[src/verilog/nvsh_pkg.sv]
/*
  constants for the host-side controller of a parallel shadow-backed static ram.
  assumes the device sits on the pins driven by nvsh_host, one clock domain at 40 mhz.
*/
// Notes on behaviour
// - host keeps address stable from before write until a strobe rises.
// - byte captured at write end; host holds data a setup time before.
// - host keeps output drive high for the whole write.
// - save/restore needs six select-timed reads: 0x0000, 0x1555, 0x0AAA first.
// - fourth read 0x1FFF, fifth 0x10F0; both return normal data.
// - steps are reads; output drive low is optional during them.
// - host must not hold a write when the power-up restore ends.
// - host keeps write strobe high through all six sequence reads.
package nvsh_pkg;
  localparam int unsigned clock_mhz = 40;
  localparam int unsigned addr_width = 13;
  localparam int unsigned data_width = 8;
  // access timing in ns, arbitrary speed grade
  localparam int unsigned addr_access_delay_ns = 45;
  localparam int unsigned select_access_delay_ns = 45;
  localparam int unsigned outen_access_delay_ns = 20;
  localparam int unsigned data_setup_time_ns = 15;
  localparam int unsigned write_float_delay_ns = 15;
  // least times round up
  localparam int unsigned read_cycles = ((select_access_delay_ns > outen_access_delay_ns ?
    select_access_delay_ns : outen_access_delay_ns) * clock_mhz + 999) / 1000;
  localparam int unsigned addr_cycles = (addr_access_delay_ns * clock_mhz + 999) / 1000;
  localparam int unsigned setup_cycles = (data_setup_time_ns * clock_mhz + 999) / 1000;
  localparam int unsigned float_cycles = (write_float_delay_ns * clock_mhz + 999) / 1000;
  // defaults for long waits, in us; real values are parameters of the top
  localparam int unsigned save_duration_us = 10000;
  localparam int unsigned restore_duration_us = 20;
  localparam int unsigned powerup_restore_duration_us = 20000;
  // the six-step sequence
  localparam logic [12:0] seq_addr_0 = 13'h0000;
  localparam logic [12:0] seq_addr_1 = 13'h1555;
  localparam logic [12:0] seq_addr_2 = 13'h0aaa;
  localparam logic [12:0] seq_addr_3 = 13'h1fff;
  localparam logic [12:0] seq_addr_4 = 13'h10f0;
  localparam logic [12:0] seq_save_addr = 13'h0f0f;
  localparam logic [12:0] seq_restore_addr = 13'h0f0e;
  localparam logic [7:0] cmd_read = 8'h00;
  localparam logic [7:0] cmd_write = 8'h01;
  localparam logic [7:0] cmd_save = 8'h02;
  localparam logic [7:0] cmd_restore = 8'h03;
  typedef enum logic [3:0] {
    nvsh_idle,
    nvsh_rd_wait,
    nvsh_rd_gap,
    nvsh_wr_setup,
    nvsh_wr_pulse,
    nvsh_wr_end,
    nvsh_seq_step,
    nvsh_seq_gap,
    nvsh_busy
  } nvsh_state_type;
endpackage
[src/verilog/nvsh_counter.sv]
/*
  down counter that times the device's long busy periods.
  assumes a single clock and load pulses from nvsh_host.
*/
`timescale 1ns/1ps
`default_nettype none
module nvsh_counter #(
  parameter int unsigned width = 24
)
(
  input wire logic clock,
  input wire logic rst,
  input wire logic load,
  input wire logic [width-1:0] load_value,
  output logic done
);
  typedef struct packed {
    logic [width-1:0] count;
    logic done;
  } nvsh_cnt_type;
  nvsh_cnt_type state;
  nvsh_cnt_type next_state;

  // done is high once the count has run out
  always_comb
  begin
    next_state = state;
    if (load)
    begin
      next_state.count = load_value;
      next_state.done = 1'b0;
    end
    else if (state.count != '0)
    begin
      next_state.count = state.count - 1'b1;
      next_state.done = (state.count == {{(width-1){1'b0}}, 1'b1});
    end
  end

  always_ff @(posedge clock or posedge rst)
  begin
    if (rst)
    begin
      state <= '{count: '0, done: 1'b1};
    end
    else
    begin
      state <= next_state;
    end
  end
  assign done = state.done;
endmodule
`default_nettype wire

[src/verilog/nvsh_host.sv]
/*
  host controller for a parallel shadow-backed 8k x 8 static ram: reads, writes,
  and the six-read save and restore sequences, with busy timing after each.
  assumes the device pins are synchronous to clock and the testbench resolves the
  shared data lines from the output enable.
*/
`timescale 1ns/1ps
`default_nettype none
module nvsh_host #(
  parameter int unsigned save_cycles = nvsh_pkg::save_duration_us * nvsh_pkg::clock_mhz,
  parameter int unsigned restore_cycles = nvsh_pkg::restore_duration_us * nvsh_pkg::clock_mhz,
  parameter int unsigned powerup_cycles = nvsh_pkg::powerup_restore_duration_us * nvsh_pkg::clock_mhz
)
(
  input wire logic clock,
  input wire logic rst,
  input wire logic cmd_valid,
  input wire logic [7:0] cmd_op,
  input wire logic [nvsh_pkg::addr_width-1:0] cmd_addr,
  input wire logic [nvsh_pkg::data_width-1:0] cmd_wdata,
  output logic cmd_ready,
  output logic rsp_valid,
  output logic [nvsh_pkg::data_width-1:0] rsp_rdata,
  output logic save_refused,
  input wire logic supply_ok,
  input wire logic store_cap_ok,
  output logic [nvsh_pkg::addr_width-1:0] byte_select_lines,
  output logic [nvsh_pkg::data_width-1:0] shared_data_lines_out,
  output logic shared_data_lines_oe,
  input wire logic [nvsh_pkg::data_width-1:0] shared_data_lines_in,
  output logic chip_select_n,
  output logic write_strobe_n,
  output logic output_drive_n
);
  import nvsh_pkg::*;

  initial
  begin
    if (save_cycles < 2 || restore_cycles < 2 || powerup_cycles < 2 || powerup_cycles >= (1 << 24))
      $error("nvsh_host: busy counts out of range");
  end

  typedef struct packed {
    nvsh_state_type fsm;
    logic [2:0] step;
    logic [3:0] wait_cnt;
    logic is_save;
    logic supply_seen;
    logic powerup_pending;
    logic cmd_ready;
    logic rsp_valid;
    logic [7:0] rsp_rdata;
    logic save_refused;
    logic [12:0] addr;
    logic [7:0] wdata;
    logic oe;
    logic cs_n;
    logic we_n;
    logic od_n;
    logic load;
    logic [23:0] load_value;
  } nvsh_host_type;
  nvsh_host_type state;
  nvsh_host_type next_state;
  logic busy_done;

  // address of each sequence step; the last depends on save or restore
  function automatic logic [12:0] seq_addr(input logic [2:0] step, input logic save);
    case (step)
      3'd0: seq_addr = seq_addr_0;
      3'd1: seq_addr = seq_addr_1;
      3'd2: seq_addr = seq_addr_2;
      3'd3: seq_addr = seq_addr_3;
      3'd4: seq_addr = seq_addr_4;
      default: seq_addr = save ? seq_save_addr : seq_restore_addr;
    endcase
  endfunction

  nvsh_counter #(.width(24)) busy_timer (
    .clock(clock),
    .rst(rst),
    .load(state.load),
    .load_value(state.load_value),
    .done(busy_done)
  );

  // one sequencer for plain accesses, sequences and busy waits
  always_comb
  begin
    next_state = state;
    next_state.rsp_valid = 1'b0;
    next_state.save_refused = 1'b0;
    next_state.load = 1'b0;
    next_state.supply_seen = supply_ok;
    if (!supply_ok)
      next_state.powerup_pending = 1'b1;
    if (state.wait_cnt != 4'd0)
      next_state.wait_cnt = state.wait_cnt - 4'd1;
    case (state.fsm)
      nvsh_idle:
      begin
        if (state.powerup_pending && supply_ok && state.supply_seen)
        begin
          // wait out the automatic restore with all strobes idle
          next_state.powerup_pending = 1'b0;
          next_state.cmd_ready = 1'b0;
          next_state.load = 1'b1;
          next_state.load_value = 24'(powerup_cycles);
          next_state.fsm = nvsh_busy;
        end
        else if (cmd_valid && state.cmd_ready)
        begin
          next_state.cmd_ready = 1'b0;
          next_state.addr = cmd_addr;
          next_state.wdata = cmd_wdata;
          if (cmd_op == cmd_write && store_cap_ok)
          begin
            // data and address settle before the strobe drops
            next_state.oe = 1'b1;
            next_state.od_n = 1'b1;
            next_state.wait_cnt = 4'(setup_cycles);
            next_state.fsm = nvsh_wr_setup;
          end
          else if (cmd_op == cmd_save || cmd_op == cmd_restore)
          begin
            if (cmd_op == cmd_save && !store_cap_ok)
            begin
              next_state.save_refused = 1'b1;
              next_state.cmd_ready = 1'b1;
            end
            else
            begin
              next_state.is_save = (cmd_op == cmd_save);
              next_state.step = 3'd0;
              next_state.addr = seq_addr_0;
              next_state.cs_n = 1'b0;
              next_state.we_n = 1'b1;
              next_state.wait_cnt = 4'(read_cycles);
              next_state.fsm = nvsh_seq_step;
            end
          end
          else if (cmd_op == cmd_write)
          begin
            // write blocked on a weak store capacitor: answer without dropping a strobe or driving data; only the address lines take cmd_addr
            next_state.save_refused = 1'b1;
            next_state.cmd_ready = 1'b1;
          end
          else
          begin
            next_state.cs_n = 1'b0;
            next_state.od_n = 1'b0;
            next_state.wait_cnt = 4'(read_cycles > addr_cycles ? read_cycles : addr_cycles);
            next_state.fsm = nvsh_rd_wait;
          end
        end
      end
      nvsh_rd_wait:
      begin
        if (state.wait_cnt == 4'd0)
        begin
          next_state.rsp_valid = 1'b1;
          next_state.rsp_rdata = shared_data_lines_in;
          next_state.cs_n = 1'b1;
          next_state.od_n = 1'b1;
          next_state.fsm = nvsh_rd_gap;
        end
      end
      nvsh_rd_gap:
      begin
        next_state.cmd_ready = 1'b1;
        next_state.fsm = nvsh_idle;
      end
      nvsh_wr_setup:
      begin
        if (state.wait_cnt == 4'd0)
        begin
          next_state.cs_n = 1'b0;
          next_state.we_n = 1'b0;
          next_state.wait_cnt = 4'(setup_cycles > float_cycles ? setup_cycles : float_cycles);
          next_state.fsm = nvsh_wr_pulse;
        end
      end
      nvsh_wr_pulse:
      begin
        if (state.wait_cnt == 4'd0)
        begin
          // strobes rise with data and address still held
          next_state.cs_n = 1'b1;
          next_state.we_n = 1'b1;
          next_state.fsm = nvsh_wr_end;
        end
      end
      nvsh_wr_end:
      begin
        next_state.oe = 1'b0;
        next_state.rsp_valid = 1'b1;
        next_state.cmd_ready = 1'b1;
        next_state.fsm = nvsh_idle;
      end
      nvsh_seq_step:
      begin
        if (state.wait_cnt == 4'd0)
        begin
          // select-timed read: select rises to close the step
          next_state.cs_n = 1'b1;
          next_state.fsm = nvsh_seq_gap;
        end
      end
      nvsh_seq_gap:
      begin
        if (state.step == 3'd5)
        begin
          next_state.load = 1'b1;
          next_state.load_value = state.is_save ? 24'(save_cycles) : 24'(restore_cycles);
          next_state.fsm = nvsh_busy;
        end
        else
        begin
          // steps go back to back; nothing else is let in between
          next_state.step = state.step + 3'd1;
          next_state.addr = seq_addr(state.step + 3'd1, state.is_save);
          next_state.cs_n = 1'b0;
          next_state.wait_cnt = 4'(read_cycles);
          next_state.fsm = nvsh_seq_step;
        end
      end
      nvsh_busy:
      begin
        // device is erasing, programming or restoring; pins stay idle
        if (busy_done && !state.load)
        begin
          next_state.rsp_valid = 1'b1;
          next_state.cmd_ready = 1'b1;
          next_state.fsm = nvsh_idle;
        end
      end
      default:
        next_state.fsm = nvsh_idle;
    endcase
  end

  always_ff @(posedge clock or posedge rst)
  begin
    if (rst)
    begin
      state <= '{fsm: nvsh_idle, cs_n: 1'b1, we_n: 1'b1, od_n: 1'b1, powerup_pending: 1'b1,
                 default: '0};
    end
    else
    begin
      state <= next_state;
    end
  end

  assign cmd_ready = state.cmd_ready;
  assign rsp_valid = state.rsp_valid;
  assign rsp_rdata = state.rsp_rdata;
  assign save_refused = state.save_refused;
  assign byte_select_lines = state.addr;
  assign shared_data_lines_out = state.wdata;
  assign shared_data_lines_oe = state.oe;
  assign chip_select_n = state.cs_n;
  assign write_strobe_n = state.we_n;
  assign output_drive_n = state.od_n;

  write_no_drive_a: assert property (@(posedge clock) disable iff (rst)
    !write_strobe_n |-> output_drive_n && shared_data_lines_oe) else $error("drive low during write");
  addr_hold_a: assert property (@(posedge clock) disable iff (rst)
    !write_strobe_n |=> $stable(byte_select_lines) && $stable(shared_data_lines_out))
    else $error("address or data moved during write");
  seq_we_high_a: assert property (@(posedge clock) disable iff (rst)
    state.fsm == nvsh_seq_step |-> write_strobe_n) else $error("write strobe low in sequence");
  seq_first_a: assert property (@(posedge clock) disable iff (rst)
    state.fsm == nvsh_seq_step && state.step == 3'd0 |-> byte_select_lines == 13'h0000)
    else $error("sequence does not open at zero");
  seq_fifth_a: assert property (@(posedge clock) disable iff (rst)
    state.fsm == nvsh_seq_step && state.step == 3'd4 |-> byte_select_lines == 13'h10f0)
    else $error("fifth step address wrong");
  seq_last_a: assert property (@(posedge clock) disable iff (rst)
    state.fsm == nvsh_seq_step && state.step == 3'd5 |->
    byte_select_lines == (state.is_save ? 13'h0f0f : 13'h0f0e)) else $error("last step address wrong");
  busy_idle_a: assert property (@(posedge clock) disable iff (rst)
    state.fsm == nvsh_busy |-> chip_select_n && write_strobe_n && !shared_data_lines_oe)
    else $error("pins active while busy");
  read_strobes_a: assert property (@(posedge clock) disable iff (rst)
    $rose(rsp_valid) && $past(state.fsm) == nvsh_rd_wait |-> $past(!chip_select_n && !output_drive_n, 2))
    else $error("read data taken outside select");
  weak_cap_a: assert property (@(posedge clock) disable iff (rst)
    state.fsm == nvsh_idle && cmd_valid && cmd_ready && !store_cap_ok && (cmd_op == cmd_write || cmd_op == cmd_save)
    && !(state.powerup_pending && supply_ok && state.supply_seen) |=> save_refused)
    else $error("weak capacitor did not refuse");
  seq_steps_a: assert property (@(posedge clock) disable iff (rst)
    state.fsm == nvsh_seq_gap && state.step != 3'd5 |=> state.fsm == nvsh_seq_step && !chip_select_n)
    else $error("sequence gap not followed by step");
endmodule
`default_nettype wire

[config.mk]
export PLATFORM = sky130hd
export DESIGN_NAME = nvsh_host
export DESIGN_NICKNAME = d
export VERILOG_FILES = /design/src/verilog/nvsh_pkg.sv /design/src/verilog/nvsh_counter.sv /design/src/verilog/nvsh_host.sv
export SDC_FILE = /design/constraint.sdc
export NUM_CORES = 1
export LEC_CHECK = 0
export ABC_AREA = 1
export BUFFER_PORTS_ARGS = -buffer_cell sky130_fd_sc_hd__buf_2
export CORE_MARGIN = 3
export CORE_UTILIZATION = 50
export CTS_BUF_LIST = sky130_fd_sc_hd__clkbuf_4 sky130_fd_sc_hd__clkbuf_8 sky130_fd_sc_hd__clkbuf_16
export DETAILED_ROUTE_END_ITERATION = 8
export PLACE_DENSITY = 0.75
export RECOVER_POWER = 25
export SYNTH_ARGS = -nofsm -noshare
export SYNTH_HDL_FRONTEND = slang
export SYNTH_SLANG_ARGS = --single-unit
[constraint.sdc]
create_clock -name clock -period 2.2 [get_ports clock]
set_input_delay 0.11 -clock clock [delete_from_list [all_inputs] [get_ports clock]]
set_output_delay 0.11 -clock clock [all_outputs]
set_load 0.02 [all_outputs]
==> run metrics, run 1 <==
outcome=finished, final reports clean; main combinational cell family by area after synthesis=simple AND/OR/NAND/NOR gates; family with the most delay on the worst path=simple AND/OR/NAND/NOR gates; Tmin final=1.852 ns; die width=103.2 um; Port Buffer Count=77; DR WL/cell=13.00 um; Max Cap Viol=0; post-route ant nets=0; grt ovf=0; critical path data required time=2.43 ns; Top FF cell, synth=dfrtp_1; GRT Overall Usage=21.63%; # setup viols final=0; Largest stage delay, worst path=0.42 ns; CTS Sinks=82; final setup margin=0.3478 ns; Yosys reg bits=82; post-CTS sizing=0; Final Hold Vio Count=0; clock root cell=clkbuf_8; fraction of the mapped netlist area in adder cells=1.058%; Logic pwr share=5.1%; H-tree levels=3; DIE AREA=0.01066 sq mm; die height=103.2 um; area occupied by registers=0.002058 sq mm; CTS clk-pin slew, worst paths=0.08 ns; DRC viols=0; Worst EP arrival=2.09 ns; share of layout cells above drive strength 1=19.13%; HP Class=primary input to register; YS warnings=0; post-synth top area share=40.75%; RSZ-0062 raised after global routing=no; count leader, synth=nand2_1; TritonCTS Buffers=9; Synth Area in Compound Gates=6.245%; Buffers & Inverters on Critical Path=3; leak pwr=3.221 nW; post-DR vias/cell=5.029; vias post-DR=4,119; fin. max-slew vios=0; area grow syn2layout=15.77%; Post-Syn Area=0.004728 sq mm; cell taking the most area after synthesis=dfrtp_1; Slowest-stage cell, CP=dfrtp_1; Top Ports=78; critical path launch point type=register; vias in the first global route=4,148; TritonRoute pass-1 iters=5; clock latency on the worst-skew pair=0.34 ns; Synth Area in Simple Gates=32.10%; relative slew slack=27.25%; mux cell area share after synthesis=1.905%; sw frac=21.45%; number of flops mapped to enable cells by yosys=0; most frequent cells after synthesis=nand2_1, nor2_1, dfrtp_1; clock skew=0.01361 ns; final WL=10,640 um; sequential share of power=55.0%; CTS Hold Bufs=27; postcts setup bufs=0; Unique masters post-synth=40; XOR/XNOR Fraction of Synth Area=3.149%; footprint of the multi-input gates=0.002102 sq mm; nets=752; Post-DP HPWL=7821 um; RePlAce Congestion=0.9269; synth top area cells=dfrtp_1, nand2_1, nor2_1; pre-CTS WS=0.3799 ns; cell mode on critical path=nand2_1; largest net degree at the start of global routing=83; critical setup path kind=register to register; n_diodes=0; DRT iter0 DRCs=187; sequential area share after synthesis=43.53%; Final Cycle Share=84.19%; fill cell count=793; # rows=34; switching power=0.5919 mW; CP endpoint kind=register; CTS tree=built; clock buffer depth=2; antenna violations before repair=0; Starting Density=52.93%; Mapped Cells=625; Placeable Area=0.008934 sq mm; asr flop ratio synth=100.0%; Int Pwr=2.167 mW; CP Cell Sequence=inv_1, ha_1, nand2_1, nor2_2, nand2_1, inv_2, nand2_2, nand2_2, inv_1, nand2_1, nand3_1; setup total negative slack=0 ns; first-pass GRT wire length=18,410 um; Critical Path Fanout Max=8; maximum vdd ir drop=0.2991 mV; fmax=539.9 MHz; syn nets=671; Clk pwr share=39.9%; worst slew pin tran=1.091 ns; power per cell area=504.0 mW/mm^2; syn_area_per_cell=7.565 sq um
[cells in the final DEF (no fill, tap or decap), drive strengths merged, types with 4 or more instances in the layout]
master	netlist	final
clkbuf	1	15
a21oi	9	9
nand2	193	193
xor2	8	8
mux2	8	8
dfstp	5	5
xnor2	9	9
ha	4	4
inv	76	75
nand4	9	9
nor3	6	6
nor2	95	95
dfrtp	77	77
o21ai	19	19
dlygate4sd3	0	27
buf	36	77
clkinv	2	4
nand3	42	42
a21boi	13	13
[cells by family after synthesis]
family | count (synthesis)
AND/OR/NAND/NOR | 352
buffers and inverters | 115
flip-flops | 82
AO/OA/AOI/OAI | 47
XOR/XNOR | 17
multiplexers | 8
adder cells (fa/ha/maj) | 4
[final cells by class]
class / count / area share [%]
timing repair buffer: 107 / 12.34
clock inverter: 4 / 0.9371
tap: 108 / 2.469
multi-input combinational: 428 / 38.40
clock buffer: 12 / 2.789
inverter: 78 / 5.463
sequential: 82 / 37.60
[tightest hold or removal path: stages]
cell and delay [ns]:
buf_2 0.08, nand2_1 0.05, nand2_1 0.07
[per-stage QoR]
| step | hold slack [ns] | utilization [%] | instance area (sq um) | cells | total power, mW |
|---|---|---|---|---|---|
| 2_1_floorplan | 0.1414 | - | 4732 | 625 | 1.606 |
| 3_3_place_gp | 0.2576 | 56.13 | 5015 | 776 | 1.655 |
| 3_5_place_dp | 0.2637 | 56.13 | 5015 | 776 | 1.657 |
| 4_1_cts | 0.0005826 | 61.44 | 5489 | 819 | 2.802 |
| 5_1_grt | 0.03173 | 61.27 | 5474 | 819 | 2.887 |
| 6_report | 0.01234 | 61.27 | 5474 | 819 | 2.759 |
[flip-flops by register name (all words and copies together), names as in the netlist]
| name | count |
|---|---|
| busy_timer.done | 1 |
| busy_timer.state | 24 |
| byte_select_lines | 13 |
| chip_select_n | 1 |
| cmd_ready | 1 |
| output_drive_n | 1 |
| rsp_rdata | 8 |
| rsp_valid | 1 |
| save_refused | 1 |
| shared_data_lines_oe | 1 |
| shared_data_lines_out | 8 |
| state | 21 |
| write_strobe_n | 1 |
[path summary, 6_finish.rpt]
path / startpoint / endpoint / slack, ns / depth (start not counted)
min reg2reg: output_drive_n / output_drive_n / 0.46 / 2
min in group asynchronous: rst / busy_timer.state[21] / 0.71 / 4
max: busy_timer.state[1] / busy_timer.state[11] / 0.35 / 11
min: cmd_wdata[4] / shared_data_lines_out[4] / 0.01 / 3
max in group asynchronous: rst / busy_timer.state[8] / 0.80 / 4
max reg2reg: busy_timer.state[1] / busy_timer.state[11] / 0.35 / 11
[power groups by stage]
stage	Combinational [mW]	Sequential, mW	Clock [mW]
4_1_cts	0.146	1.52	1.14
5_1_grt	0.158	1.52	1.21
3_3_place_gp	0.107	1.55	0
2_1_floorplan	0.0585	1.55	0
6_report	0.140	1.52	1.10
3_5_place_dp	0.110	1.55	0
[layer usage]
metal  track usage, %  part of all wire, %  wire, um  vias up
met4            6.673                  2.0       215        0
met1            27.24                   43      4526     1898
li1                 -                    -         -     2078
met5                0                    0         0        -
met2            37.94                   51      5432      120
met3            3.823                  4.4       469       23
Note: power is estimated with default switching activity, not from simulation.
==> run 2, diff against run 1 <==
Clock period 2.2 ns to 1.6 ns, I/O delays scaled along.
==> run metrics, run 2 (synthesis results as in run 1) <==
die width=103.2 um (unchanged); # rows=34 (unchanged); vias in the first global route=4,305 (+3.8%); CP Cell Sequence=buf_4, nand2_4, nor2_8, nand2_4, inv_1, nor2_1, inv_1, o21a_1; Final Hold Vio Count=0 (unchanged); critical setup path kind=register to register; HP Class=primary input to register; post-route ant nets=0 (unchanged); most frequent cells in the layout=nand2_1, buf_2, dfrtp_1; clock latency on the worst-skew pair=0.37 ns (+0.03 ns); CTS clk-pin slew, worst paths=0.08 ns (about the same); most common cell after layout, fill and taps aside=nand2_1; RSZ-0062 raised after global routing=yes; pre-CTS WS=-0.01160 ns (-0.3915 ns); clock skew=0.01929 ns (+0.005680 ns); power per cell area=668.2 mW/mm^2 (+33%); Largest stage delay, worst path=0.47 ns (+0.05 ns); Final Cycle Share=97.48% (+13 points); H-tree levels=3 (unchanged); critical path launch point type=register; Starting Density=52.93% (unchanged); largest net degree at the start of global routing=83 (unchanged); TritonCTS Buffers=9 (unchanged); CP endpoint kind=register; fill cell count=757 (-4.5%); CTS Sinks=82 (unchanged); Placeable Area=0.008934 sq mm (unchanged); clock root cell=clkbuf_8; post-DR vias/cell=5.029 (about the same); worst slew pin tran=1.024 ns (-0.06762 ns); DIE AREA=0.01066 sq mm (unchanged); nets=799 (+6.3%); DRT iter0 DRCs=242 (+29%); Final Util=67.79% (+6.5 points); Port Buffer Count=77 (unchanged); share of layout cells above drive strength 1=29.55% (+10 points); max reg flops=24 (unchanged); Slowest-stage cell, CP=dfrtp_2; TritonRoute pass-1 iters=5 (unchanged); fin. max-slew vios=0 (unchanged); first-pass GRT wire length=19,320 um (+4.9%); maximum vdd ir drop=0.4002 mV (+34%); die height=103.2 um (unchanged); fmax=641.2 MHz (+19%); GRT Overall Usage=22.75% (+1.1 points); DRC viols=0 (unchanged); # setup viols final=0 (unchanged); n_diodes=0 (unchanged); Top Ports=78 (unchanged); critical path data required time=1.85 ns (-0.58 ns); final setup margin=0.04040 ns (-0.3074 ns); Tmin final=1.560 ns (-0.2926 ns); Worst EP arrival=1.81 ns (-0.28 ns); RePlAce Congestion=0.9567 (+3.2%); Top reg by flops=busy_timer.state; Post-DP HPWL=8184 um (+4.6%); Max Cap Viol=0 (unchanged); final WL=11,630 um (+9.2%); DR WL/cell=13.42 um (+3.3%); relative slew slack=31.76% (+4.5 points); vias post-DR=4,355 (+5.7%); area occupied by registers=0.002062 sq mm (+0.18%); grt ovf=0 (unchanged); antenna violations before repair=0 (unchanged); clock buffer depth=2 (unchanged); footprint of the multi-input gates=0.002273 sq mm (+8.2%); Critical Path Fanout Max=7 (-1); area grow syn2layout=28.08%; Pwr Total=4.047 mW (+47%); leak pwr=3.454 nW (+7.2%); outcome=finished, final reports clean; CTS tree=built
-- run 2: changes by cell type in the layout (fill, tap and decap cells not counted), sizes merged --
cell and change:
bufinv +1, clkinv -2, nand2 +1, dlygate4sd3 +3
clkbuf -1, buf +44, clkinvlp +1
-- run 2: through the flow --
stage,setup TNS (ns),cells,hold slack (ns),cell area [sq um]
floorplan,0,625,0.1114,4732
finish,0,866,0.01514,6056
CTS,0,857,0.0006155,5839
global route,-0.4340,866,0.01480,6056
global placement,0,811,0.2258,5290
detailed placement,-0.01982,811,0.2310,5290
-- run 2: worst paths after layout --
kind                                                 end  slack, ns  cells after the start                      from
worst max register to register                 state[17]       0.04                      8                 state[71]
worst min register to register  shared_data_lines_out[0]       0.48                      2  shared_data_lines_out[0]
min in group asynchronous                   rsp_rdata[1]       0.61                      4                       rst
worst min-delay path                byte_select_lines[0]       0.02                      3               cmd_addr[0]
worst max-delay path                           state[17]       0.04                      8                 state[71]
max in group asynchronous                      state[70]       0.26                      4                       rst
-- run 2: worst max-delay path, delay by kind of cell (launching register included) --
family,cells,cell delay [ns]
AO/OA/AOI/OAI,1,0.18
buffers and inverters,3,0.34
flip-flops,1,0.47
AND/OR/NAND/NOR,4,0.46
-- run 2: final cells by class --
type / instances / share of cell area [%]
Tap cell: 108 / 2.231
Inverter: 78 / 5.062
Sequential cell: 82 / 34.05
Clock inverter: 4 / 1.240
Timing Repair Buffer: 153 / 17.25
Clock buffer: 12 / 2.624
Multi-Input combinational cell: 429 / 37.54
-- run 2: per-layer routing --
| layer | up-vias | track usage (%) | wire (um) |
|---|---|---|---|
| met5 | - | 0 | 0 |
| met4 | 0 | 8.765 | 268 |
| met3 | 26 | 4.225 | 525 |
| met2 | 117 | 39.27 | 5950 |
| met1 | 2040 | 28.28 | 4881 |
| li1 | 2172 | - | - |
-- run 2: power breakdown --
part,internal [mW],switching (mW)
clock network,0.982,0.773
logic,0.104,0.0991
registers,2.08,0.00537
total,3.17,0.878
-- run 2: what timing repair did --
item	4_1_cts	5_1_grt
setup endpoints to repair	6	64
buffers inserted	0	8
pin swaps	0	6
cloned	0	1
hold buffers	30	0
endpoints found under the hold margin	107	0
gates resized for setup	4	54
